`src/rip_consts.vh`:
```
`ifndef RIP_CONSTS_VH
`define RIP_CONSTS_VH
`define RIP_OFF_PRIO_34    12'h000
`define RIP_OFF_PRIO_56    12'h004
`define RIP_OFF_SRC_SEL    12'h008
`define RIP_OFF_SELECTED   12'h00C
`define RIP_SEL_BANK_BIT   4
`define RIP_RST_34_MAIN    8'h54
`define RIP_RST_34_AUX     8'h00
`define RIP_RST_56_MAIN    8'h76
`define RIP_RST_56_AUX     8'h76
`define RIP_LO_NIB         3:0
`define RIP_HI_NIB         7:4
`endif

```
`src/rip_regs.v`:
```
`timescale 1ns/1ps
`include "rip_consts.vh"
module rip_regs (
  // apb
  input  wire        pclk,
  input  wire        presetn,
  input  wire        psel,
  input  wire        penable,
  input  wire        pwrite,
  input  wire [11:0] paddr,
  input  wire [31:0] pwdata,
  output reg  [31:0] prdata,
  output reg         pready,
  output reg         pslverr,
  // selection result per timing path: valid flag and index (0 = input three)
  output reg         main_sel_valid,
  output reg  [1:0]  main_sel_idx,
  output reg         aux_sel_valid,
  output reg  [1:0]  aux_sel_idx
);
  // bank index: 0 reaches the main timing path copy, 1 the auxiliary timing path copy
  localparam BANK_MAIN = 1'b0;
  localparam BANK_AUX  = 1'b1;
  localparam N_BANK    = 2;

  // bank select and read path
  reg         path_bank_select_r;
  reg  [31:0] rd_nxt;
  reg         err_nxt;

  // address decode, at most one of these is high
  wire        hit_p34;
  wire        hit_p56;
  wire        hit_sel;

  // transfer qualifiers
  wire        setup_ph;
  wire        wr_en;
  wire        wr_p34;
  wire        wr_p56;
  wire        wr_sel;

  // per-bank views: byte or slice b belongs to bank b
  wire [15:0] bank_p34;
  wire [15:0] bank_p56;
  wire [1:0]  bank_ok;
  wire [3:0]  bank_idx;
  wire [7:0]  stat_byte;

  genvar      b;

  assign hit_p34  = (paddr == `RIP_OFF_PRIO_34);
  assign hit_p56  = (paddr == `RIP_OFF_PRIO_56);
  assign hit_sel  = (paddr == `RIP_OFF_SRC_SEL);

  // pready is held high, so the access phase is one cycle and a write lands at its edge
  assign setup_ph = psel & ~penable;
  assign wr_en    = psel & penable & pwrite;
  assign wr_p34   = wr_en & hit_p34;
  assign wr_p56   = wr_en & hit_p56;
  assign wr_sel   = wr_en & hit_sel;

  // status byte is built from the registered outputs, so a read agrees with the pins
  assign stat_byte[7]   = aux_sel_valid;
  assign stat_byte[6]   = 1'b0;
  assign stat_byte[5:4] = aux_sel_idx;
  assign stat_byte[3]   = main_sel_valid;
  assign stat_byte[2]   = 1'b0;
  assign stat_byte[1:0] = main_sel_idx;

  // a new bank select steers the next transfer, never the one that writes it
  always @(posedge pclk or negedge presetn) begin
    if (!presetn) begin
      path_bank_select_r <= 1'b0;
    end else if (wr_sel) begin
      path_bank_select_r <= pwdata[`RIP_SEL_BANK_BIT];
    end
  end

  generate
    for (b = 0; b < N_BANK; b = b + 1) begin : g_bank
      localparam BANK_ID = (b == 1) ? BANK_AUX : BANK_MAIN;
      wire        bank_hit;
      wire [15:0] prio_all;
      reg  [7:0]  p34_r;
      reg  [7:0]  p56_r;

      // only the copy chosen by the bank select takes a write
      assign bank_hit = (path_bank_select_r == BANK_ID);

      always @(posedge pclk or negedge presetn) begin
        if (!presetn) begin
          p34_r <= (BANK_ID == BANK_AUX) ? `RIP_RST_34_AUX : `RIP_RST_34_MAIN;
        end else if (wr_p34 && bank_hit) begin
          p34_r <= pwdata[7:0];
        end
      end

      always @(posedge pclk or negedge presetn) begin
        if (!presetn) begin
          p56_r <= (BANK_ID == BANK_AUX) ? `RIP_RST_56_AUX : `RIP_RST_56_MAIN;
        end else if (wr_p56 && bank_hit) begin
          p56_r <= pwdata[7:0];
        end
      end

      assign bank_p34[8*b +: 8] = p34_r;
      assign bank_p56[8*b +: 8] = p56_r;

      // each bank is ranked on its own, so both paths keep a choice whichever copy software reaches
      assign prio_all = {p56_r[`RIP_HI_NIB],
                         p56_r[`RIP_LO_NIB],
                         p34_r[`RIP_HI_NIB],
                         p34_r[`RIP_LO_NIB]};

      rip_pick u_pick (
        .prio     (prio_all),
        .any_ok   (bank_ok[b]),
        .best_idx (bank_idx[2*b +: 2])
      );
    end
  endgenerate

  // software sees only the copy that the bank select points at
  always @* begin
    rd_nxt = 32'h0000_0000;
    case (paddr)
      `RIP_OFF_PRIO_34: begin
        rd_nxt[7:0] = bank_p34[8*path_bank_select_r +: 8];
      end
      `RIP_OFF_PRIO_56: begin
        rd_nxt[7:0] = bank_p56[8*path_bank_select_r +: 8];
      end
      `RIP_OFF_SRC_SEL: begin
        rd_nxt[`RIP_SEL_BANK_BIT] = path_bank_select_r;
      end
      `RIP_OFF_SELECTED: begin
        rd_nxt[7:0] = stat_byte;
      end
      default: begin
        rd_nxt = 32'h0000_0000;
      end
    endcase
  end

  // anything outside the four words, unaligned offsets included, is refused
  always @* begin
    err_nxt = 1'b0;
    case (paddr)
      `RIP_OFF_PRIO_34,
      `RIP_OFF_PRIO_56,
      `RIP_OFF_SRC_SEL,
      `RIP_OFF_SELECTED: begin
        err_nxt = 1'b0;
      end
      default: begin
        err_nxt = 1'b1;
      end
    endcase
  end

  // no wait states: every access phase completes on its first edge
  always @(posedge pclk or negedge presetn) begin
    if (!presetn) begin
      pready <= 1'b1;
    end else begin
      pready <= 1'b1;
    end
  end

  // captured in setup so the answer stands still through the access edge
  always @(posedge pclk or negedge presetn) begin
    if (!presetn) begin
      prdata <= 32'h0000_0000;
    end else if (setup_ph && pwrite) begin
      prdata <= 32'h0000_0000;
    end else if (setup_ph) begin
      prdata <= rd_nxt;
    end
  end

  always @(posedge pclk or negedge presetn) begin
    if (!presetn) begin
      pslverr <= 1'b0;
    end else if (setup_ph) begin
      pslverr <= err_nxt;
    end
  end

  // selection outputs lag a priority write by one edge
  always @(posedge pclk or negedge presetn) begin
    if (!presetn) begin
      main_sel_valid <= 1'b0;
    end else begin
      main_sel_valid <= bank_ok[BANK_MAIN];
    end
  end

  always @(posedge pclk or negedge presetn) begin
    if (!presetn) begin
      main_sel_idx <= 2'h0;
    end else begin
      main_sel_idx <= bank_idx[1:0];
    end
  end

  always @(posedge pclk or negedge presetn) begin
    if (!presetn) begin
      aux_sel_valid <= 1'b0;
    end else begin
      aux_sel_valid <= bank_ok[BANK_AUX];
    end
  end

  always @(posedge pclk or negedge presetn) begin
    if (!presetn) begin
      aux_sel_idx <= 2'h0;
    end else begin
      aux_sel_idx <= bank_idx[3:2];
    end
  end
endmodule // rip_regs

```
`src/rip_pick.v`:
```
`timescale 1ns/1ps
`include "rip_consts.vh"
// picks the highest-priority enabled input among four; index 0 = input three
module rip_pick (
  // priorities, packed input three in [3:0]
  input  wire [15:0] prio,
  // result
  output reg         any_ok,
  output reg  [1:0]  best_idx
);
  reg [3:0] best_val;
  integer   i;
  always @* begin
    any_ok   = 1'b0;
    best_idx = 2'h0;
    best_val = 4'hF;
    for (i = 0; i < 4; i = i + 1) begin
      // zero means excluded; strict compare keeps the lower input on ties
      if (prio[i*4 +: 4] != 4'h0 && (!any_ok || prio[i*4 +: 4] < best_val)) begin
        any_ok   = 1'b1;
        best_idx = i[1:0];
        best_val = prio[i*4 +: 4];
      end
    end
  end
endmodule // rip_pick

```
`config.mk`:
```
export PLATFORM = sky130hd
export DESIGN_NAME = rip_regs
export DESIGN_NICKNAME = d
export VERILOG_FILES = /design/src/rip_regs.v /design/src/rip_pick.v
export VERILOG_INCLUDE_DIRS = /design/src /design/src/src
export SDC_FILE = /design/constraint.sdc
export NUM_CORES = 1
export LEC_CHECK = 0
export ABC_AREA = 1
export BUFFER_PORTS_ARGS = -buffer_cell sky130_fd_sc_hd__buf_4
export CORE_ASPECT_RATIO = 0.9
export CORE_MARGIN = 5
export CORE_UTILIZATION = 50
export CTS_BUF_LIST = sky130_fd_sc_hd__clkbuf_8
export DETAILED_ROUTE_END_ITERATION = 10
export HOLD_SLACK_MARGIN = 0.03
export PLACE_DENSITY_LB_ADDON = 0.2
export SLEW_MARGIN = 30
export SYNTH_ARGS = -nofsm -noshare
export SYNTH_HDL_FRONTEND = slang
export SYNTH_SLANG_ARGS = --single-unit
```
`constraint.sdc`:
```
create_clock -name pclk -period 7.4 [get_ports pclk]
set_clock_uncertainty 0.05 [all_clocks]
set_input_delay 1.48 -clock pclk [delete_from_list [all_inputs] [get_ports pclk]]
set_output_delay 1.48 -clock pclk [all_outputs]
set_load 0.01 [all_outputs]
```
==> results.md, run 1 <==
* Outcome: complete, no violations
* Final setup violation count at 0
* Commonest non-fill, non-tap cells in the layout: nand2_1, inv_1, o21ai_1
* Seq/Total Area, Yosys at 0.375
* Max Cap Viol at 0
* R2R depth at 27
* Chip height at 86.5 microns
* WL final at 7710 microns
* ANT nets after route at 0
* Core area at 6220 sq um
* First DRT Iteration DRCs at 190
* Worst EP arrival at ~3.7 ns
* Hold path depth at 2
* Clock buffer depth at 2
* Critical path type: reg -> reg
* Hold Crit Start: g_bank[1].p56_r[4]
* Antenna diodes at 0
* Layout filler cell count at 587
* Reg-to-reg startpoint: g_bank[0].p34_r[2]
* Drt first pass iters at 4
* Worst hold endpoint: g_bank[1].p56_r[4]
* Area after DPL at approximately 3500 sq um
* CTS clk-pin slew, worst paths at 0.09 ns
* Area Overhead vs Synth at 12.4%
* Hold buffers post-CTS at 0
* Largest net degree at the start of global routing at 49
* IO buf count at 39
* Die area at just over 8000 sq um
* DR WL/cell at 13.6 microns
* Initial core utilization at 0.523
* H-Tree Depth at 2
* Peak fanout along the critical path at 9
* HPWL Detailed at between 5000 and 6000 microns
* Most common cell after layout, fill and taps aside: nand2_1
* DRC at 0
* Final TNS setup at 0 ns
* Multi-input gate area at about 1700 sq um
* Maximum VDD drop at ~0.14 mV
* YS warnings at 0
* Max-slew violation count at 0
* CP dominant cell by count: nand2_1
* Reg-to-reg endpoint: main_sel_idx[0]
* Via Count at around 2900
* First-pass GRT wire length at about 13000 microns
* Clock Latency Late Sink at ~0.30 ns
* Core Rows at 27
* P per Cell Area at 138 nW/um^2
* # resized after CTS at 0
* CTS root buffer: clkbuf_8
* Number of synthesized register bits at 48
* Die width at 95.0 microns
* Worst Setup Start Kind: flop
* Final instance area at approximately 3700 sq um
* Crit path from: g_bank[0].p34_r[2]
* Worst-margin pin slew at between 0.6 and 0.7 ns
* Setup crit end kind: flop
* Final hold vios at 0
* Num ports at 89
* RSZ-0062 raised after global routing: false
* Min Tclk post-route at between 3 and 4 ns
* Slowest stage delay, CP at about 0.56 ns
* Min-delay worst type: reg -> reg
* Slowest cell on crit path: dfstp_2
* Proportion of layout cells with a drive suffix above 1 at 0.180
* Headroom to the max-slew limit at 0.575
* FMAX at between 0.2 and 0.3 GHz
* Period utilization at 0.481
* GPL Wtd Cong at about 0.85
* Area of the mapped netlist at ~3300 sq um
* Total CTS buffers at 5
* Gr usage total at 0.194
* CTS sink cnt at 48
* Setup slack, reg-to-reg at approximately 3.8 ns
* Post-CTS setup buffers at 0
* CTS tree: built
* Vias in the first global route at roughly 2600
* Seq. cell area at 1220 sq um
* Critical Path RT at between 7 and 8 ns
* Global route overflow at 0
* Leak at 1.96 nW
* Syn Inst Count at about 450
* Initial antenna violation count at 0
* Syn Area/Cell at roughly 7.3 sq um
* Vias per cell at a little over 5
* Nets at around 540
* Yosys cell types at 31
-- cells in the mapped netlist, drive strengths merged --
| library cell | n | share of area |
|---|---|---|
| nor4 | 10 | 0.024 |
| o21ai | 60 | 0.092 |
| nor3 | 2 | 0.0031 |
| o21bai | 2 | 0.0046 |
| o211ai | 2 | 0.0046 |
| a31oi | 3 | 0.0058 |
| inv | 56 | 0.065 |
| conb | 2 | 0.0023 |
| nand4 | 1 | 0.0019 |
| buf | 25 | 0.058 |
| nor2 | 26 | 0.034 |
| dfrtp | 35 | 0.27 |
| dfstp | 13 | 0.11 |
| nand3 | 24 | 0.038 |
| o221ai | 2 | 0.0054 |
| o311ai | 1 | 0.0027 |
| o22ai | 2 | 0.0038 |
| bufinv | 2 | 0.011 |
| mux2i | 2 | 0.0062 |
| nand2 | 136 | 0.17 |
| clkbuf | 8 | 0.0092 |
| a21oi | 15 | 0.023 |
| ha | 14 | 0.054 |
| clkinv | 2 | 0.0023 |
-- worst max-delay path by stage --
stage	endpoint	slack, ns	cells past startpoint
5_1_grt	aux_sel_idx[0]	3.56	28
4_1_cts	main_sel_idx[1]	3.89	27
2_1_floorplan	g_bank[0].p34_r[1]	4.24	9
3_3_place_gp	g_bank[0].p56_r[0]	3.75	9
3_5_place_dp	g_bank[0].p56_r[7]	3.72	9
6_report	main_sel_idx[0]	3.84	27
-- per-layer routing --
metal | GRT usage | vias to the layer above | wire [microns]
li1 | - | 1469 | -
met1 | 0.274 | 1321 | 3550
met2 | 0.313 | 98 | 3460
met3 | 0.0347 | 7 | 641
met4 | 0.0393 | 0 | 58
met5 | 0 | - | 0
-- per-stage QoR --
stage | power (mW) | hold slack [ns] | util | instances | setup WS (ns)
global placement | 0.301 | 0.422 | 0.566 | 561 | 3.75
floorplan | 0.291 | 0.412 | - | 468 | 4.24
global route | 0.521 | 0.464 | 0.588 | 569 | 3.56
CTS | 0.506 | 0.443 | 0.587 | 569 | 3.89
detailed placement | 0.301 | 0.429 | 0.566 | 561 | 3.72
finish | 0.504 | 0.440 | 0.588 | 569 | 3.84
-- state kept, by name (all words and copies together) (netlist names) --
name             flops
g_bank.bank_hit      1
aux_sel_valid        1
main_sel_valid       1
pslverr              1
main_sel_idx         2
g_bank.p34_r        16
prdata               8
aux_sel_idx          2
g_bank.p56_r        16
-- layout make-up --
cell class / instances / area share
clock buffer: 7 / 0.0264
clock inverter: 1 / 0.00822
inverter: 60 / 0.0692
multi-input combinational: 327 / 0.453
sequential: 48 / 0.333
tap: 87 / 0.0298
timing repair buffer: 39 / 0.0801
-- cell families (layout without fill, tap and decap cells) --
| logic type | after synthesis | after routing | share of synthesized area |
|---|---|---|---|
| DFF | 48 | 48 | 0.375 |
| other | 2 | 25 | 0.00231 |
| AOI/OAI and AO/OA | 87 | 87 | 0.142 |
| buffers and inverters | 93 | 107 | 0.145 |
| muxes | 2 | 2 | 0.00616 |
| and+or+nand+nor | 199 | 199 | 0.276 |
| adders and majority gates | 14 | 14 | 0.0539 |
-- power breakdown --
part	leakage, nW	switching, mW	internal (mW)	total [mW]
logic	1.29	0.0228	0.0105	0.0333
clock network	0.0645	0.0885	0.119	0.208
registers	0.613	0.000325	0.263	0.263
total	1.96	0.112	0.393	0.504
-- worst max-delay path, delay by kind of cell, from the launching register on --
family / cells / cell delay (ns)
AND/OR/NAND/NOR: 15 / 0.91
AO/OA/AOI/OAI: 5 / 0.76
adder cells (fa/ha/maj): 3 / 0.90
flip-flops: 1 / 0.56
buffers and inverters: 4 / 0.30
Power figures use the tool's default switching activity.
==> run 2, diff against run 1 <==
Settings changed: ABC_AREA 1 to 0.
Clock period 7.4 ns to 3.35 ns, I/O delays scaled along.
==> run 2 against run 1 <==
- the flow now finishes with violations (negative setup slack)
- clock power increased by 110%
- setup slack worse by 4.7 ns
- critical path depth is 3 lower
- synthesized area increased by 1.7%
- final cell count fell by 3.9%
- combinational power rose to 2.5 times the previous value
- design area is 25% higher
- hold slack got worse by 0.13 ns
- clock-buffer cell count decreased by 1
- largest cell class unchanged
- highest routed layer unchanged
==> results.md, run 2 <==
* Critical path's top delay family: buffers and inverters
* Largest net degree at the start of global routing at 49 (unchanged)
* Slowest cell on crit path: dfrtp_1
* Top flop regs: g_bank.p34_r: 16 flops, g_bank.p56_r: 16 flops, prdata: 8 flops
* Number of synthesized register bits at 48 (unchanged)
* Initial core utilization at 0.507 (-0.0155)
* Core area at 6520 sq um (+4.8%)
* Slowest stage delay, CP at 0.42 ns (-0.14 ns)
* Critical path type: reg -> reg
* RSZ-0062 raised after global routing: true
* Syn Inst Count at 329 (-26%)
* DR WL/cell at 17.3 microns (+28%)
* Clock power share at 0.401 (-0.011)
* P_int at 0.856 mW (+120%)
* Yosys cell types at 58 (+87%)
* Critical Path RT at 3.49 ns (-4.06 ns)
* Area of the mapped netlist at 3310 sq um (+1.7%)
* Dpl ws at -1.06 ns (-4.78 ns)
* Maximum VDD drop at 0.207 mV (+53%)
* Sequential power share at 0.523 (about the same)
* Drt first pass iters at 4 (unchanged)
* Antenna diodes at 0 (unchanged)
* ANT nets after route at 0 (unchanged)
* Final hold vios at 0 (unchanged)
* IO buf count at 39 (unchanged)
* Most numerous cell in the Yosys netlist: dfrtp_1
* Final setup violation count at 4 (+4)
* Violated checks: negative setup slack
* Max-slew violation count at 0 (unchanged)
* Min-delay worst type: in -> async
* FMAX at 0.237 GHz (-16%)
* Top cells by area, synth: dfrtp_1, dfstp_2, mux2_2
* Die width at 95.7 microns (+0.77%)
* CP dominant cell by count: buf_4
* Commonest cells in the netlist: dfrtp_1, mux2_2, buf_4
* Worst path cell trace: nor4_4 -> nor2_2 -> buf_4 -> buf_4 -> buf_4 -> buf_4 -> buf_4 -> buf_4 -> buf_4 -> buf_4 -> buf_4 -> nand2_1 -> o21ai_1 -> ha_1 -> o21ai_1 -> a22oi_2 -> o31ai_4 -> nor2b_4 -> buf_4 -> o21a_1 -> ha_1 -> o211ai_1 -> o31ai_2 -> o21ai_1
* Most common cell after layout, fill and taps aside: buf_4
* H-Tree Depth at 2 (unchanged)
* Proportion of layout cells with a drive suffix above 1 at 0.497 (+0.316)
* Clock buffer depth at 2 (unchanged)
* Gr usage total at 0.231 (+0.0372)
* Syn Area/Cell at 10.1 sq um (+38%)
* Setup crit end kind: flop
* Number of synthesized flops with an enable pin at 0 (unchanged)
* Total CTS buffers at 5 (unchanged)
* Worst Setup Start Kind: flop
* Max Cap Viol at 0 (unchanged)
* Critical Path Stages at 24 (-11%)
* Vias in the first global route at 3002 (+15%)
* CTS root buffer: clkbuf_8
* Headroom to the max-slew limit at 0.541 (-0.0336)
* PnR Total Power at 1.11 mW (+120%)
* Min Tclk post-route at 4.22 ns (+0.661 ns)
* WL final at 9460 microns (+23%)
* Nets at 519 (-4.6%)
* Core Rows at 28 (+3.7%)
* CTS tree: built
* Initial antenna violation count at 0 (unchanged)
* Num ports at 89 (unchanged)
* Final core utilization at 0.699 (+0.111)
* Chip height at 87.2 microns (+0.76%)
* Peak fanout along the critical path at 3 (-6)
* Cell taking the most area after synthesis: dfrtp_1
* Final worst slack at -0.871 ns (-4.71 ns)
* Asr flop ratio synth at 1.00 (unchanged)
* Sw frac at 0.229 (+0.00730)
* Clock Latency Late Sink at 0.31 ns (about the same)
* Net Switching at 0.254 mW (+130%)
* YS warnings at 0 (unchanged)
* Hold buffers post-CTS at 0 (unchanged)
* GPL Wtd Cong at 0.879 (+4.0%)
* Main synth FF type: dfrtp_1
* Global route overflow at 0 (unchanged)
* Combinational power share at 0.075 (+0.009)
* R2R depth at 24 (-11%)
* DRC at 0 (unchanged)
* Bufs and invs on worst path at 10 (+6)
* Vias per cell at 5.50 (+8.1%)
* Seq/Total Area, Yosys at 0.368 (-0.00638)
* First DRT Iteration DRCs at 170 (-11%)
* Commonest non-fill, non-tap cells in the layout: buf_4, dfrtp_1, mux2_2
* Hold Slack at 0.308 ns (-0.133 ns)
* Period utilization at 1.26 (+0.779)
* Via Count at 3008 (+3.9%)
* CTS clk-pin slew, worst paths at 0.09 ns (about the same)
* Worst-margin pin slew at 0.686 ns (+0.0528 ns)
* Outcome: finished, violations left
* HPWL Detailed at 6970 microns (+17%)
* Worst EP arrival at 4.36 ns (+0.65 ns)
* First-pass GRT wire length at 14800 microns (+17%)
* Die area at 8340 sq um (+1.5%)
* CTS sink cnt at 48 (unchanged)
* P per Cell Area at 244 nW/um^2 (+77%)
* Area Overhead vs Synth at 37.7%
* Leak at 2.20 nW (+12%)
* Share of the synthesized area in the top cell type at 0.265 (-0.00459)
## run 2: final timing paths
| check | from | to | slack [ns] |
|---|---|---|---|
| worst max register to register | g_bank[1].p34_r[3] | aux_sel_idx[0] | -0.87 |
| worst min register to register | prdata[4] | prdata[4] | 0.43 |
| max in group asynchronous | presetn | g_bank[0].p34_r[0] | 2.53 |
| min in group pclk | prdata[4] | prdata[4] | 0.43 |
| worst min-delay path | presetn | prdata[1] | 0.31 |
| worst max-delay path | g_bank[1].p34_r[3] | aux_sel_idx[0] | -0.87 |
## run 2: stage by stage
step                      setup TNS [ns]  std cells  instance area (sq um)
after floorplan                    -3.53        352                   3470
after global placement             -3.41        515                   4170
after detailed placement           -4.00        515                   4170
after CTS                          -3.32        543                   4470
after global routing               -4.12        547                   4550
final                              -3.35        547                   4550
## run 2: repair_timing
item / in CTS / in global routing
pin swaps: 16 / 13
setup endpoints to repair: 4 / 4
gates resized for setup: 9 / 16
setup buffers: 20 / 5
## run 2: area by class of cell
cell class	instances	area, sq um
timing repair buffer	132	1000
inverter	9	33.8
clock buffer	6	82.6
sequential	48	1220
fill	504	1960
tap	90	113
multi-input combinational	260	2070
clock inverter	2	38.8
## run 2: cells by family (layout without fill, tap and decap cells)
family,Yosys count,after routing,synth area share
simple gates,100,100,0.163
flops,48,48,0.368
buf+inv,44,149,0.0810
other cells,2,25,0.00227
mux,41,41,0.165
compound gates,79,79,0.165
fa+ha+maj,15,15,0.0560
## run 2: metal layers
metal | vias up | wire length (microns) | GRT usage | part of all wire
li1 | 1428 | - | - | -
met1 | 1470 | 4190 | 0.305 | 0.44
met2 | 100 | 4550 | 0.387 | 0.48
met3 | 10 | 622 | 0.0467 | 0.066
met4 | 0 | 91 | 0.0607 | 0.0096
met5 | - | 0 | 0 | 0
## run 2: power groups by stage
| stage | clock (mW) | sequential [mW] | combinational [mW] |
|---|---|---|---|
| global placement | 0 | 0.592 | 0.0802 |
| detailed placement | 0 | 0.592 | 0.0817 |
| CTS | 0.457 | 0.581 | 0.0824 |
| global route | 0.479 | 0.581 | 0.0920 |
| finish | 0.446 | 0.581 | 0.0835 |
| floorplan | 0 | 0.592 | 0.0554 |
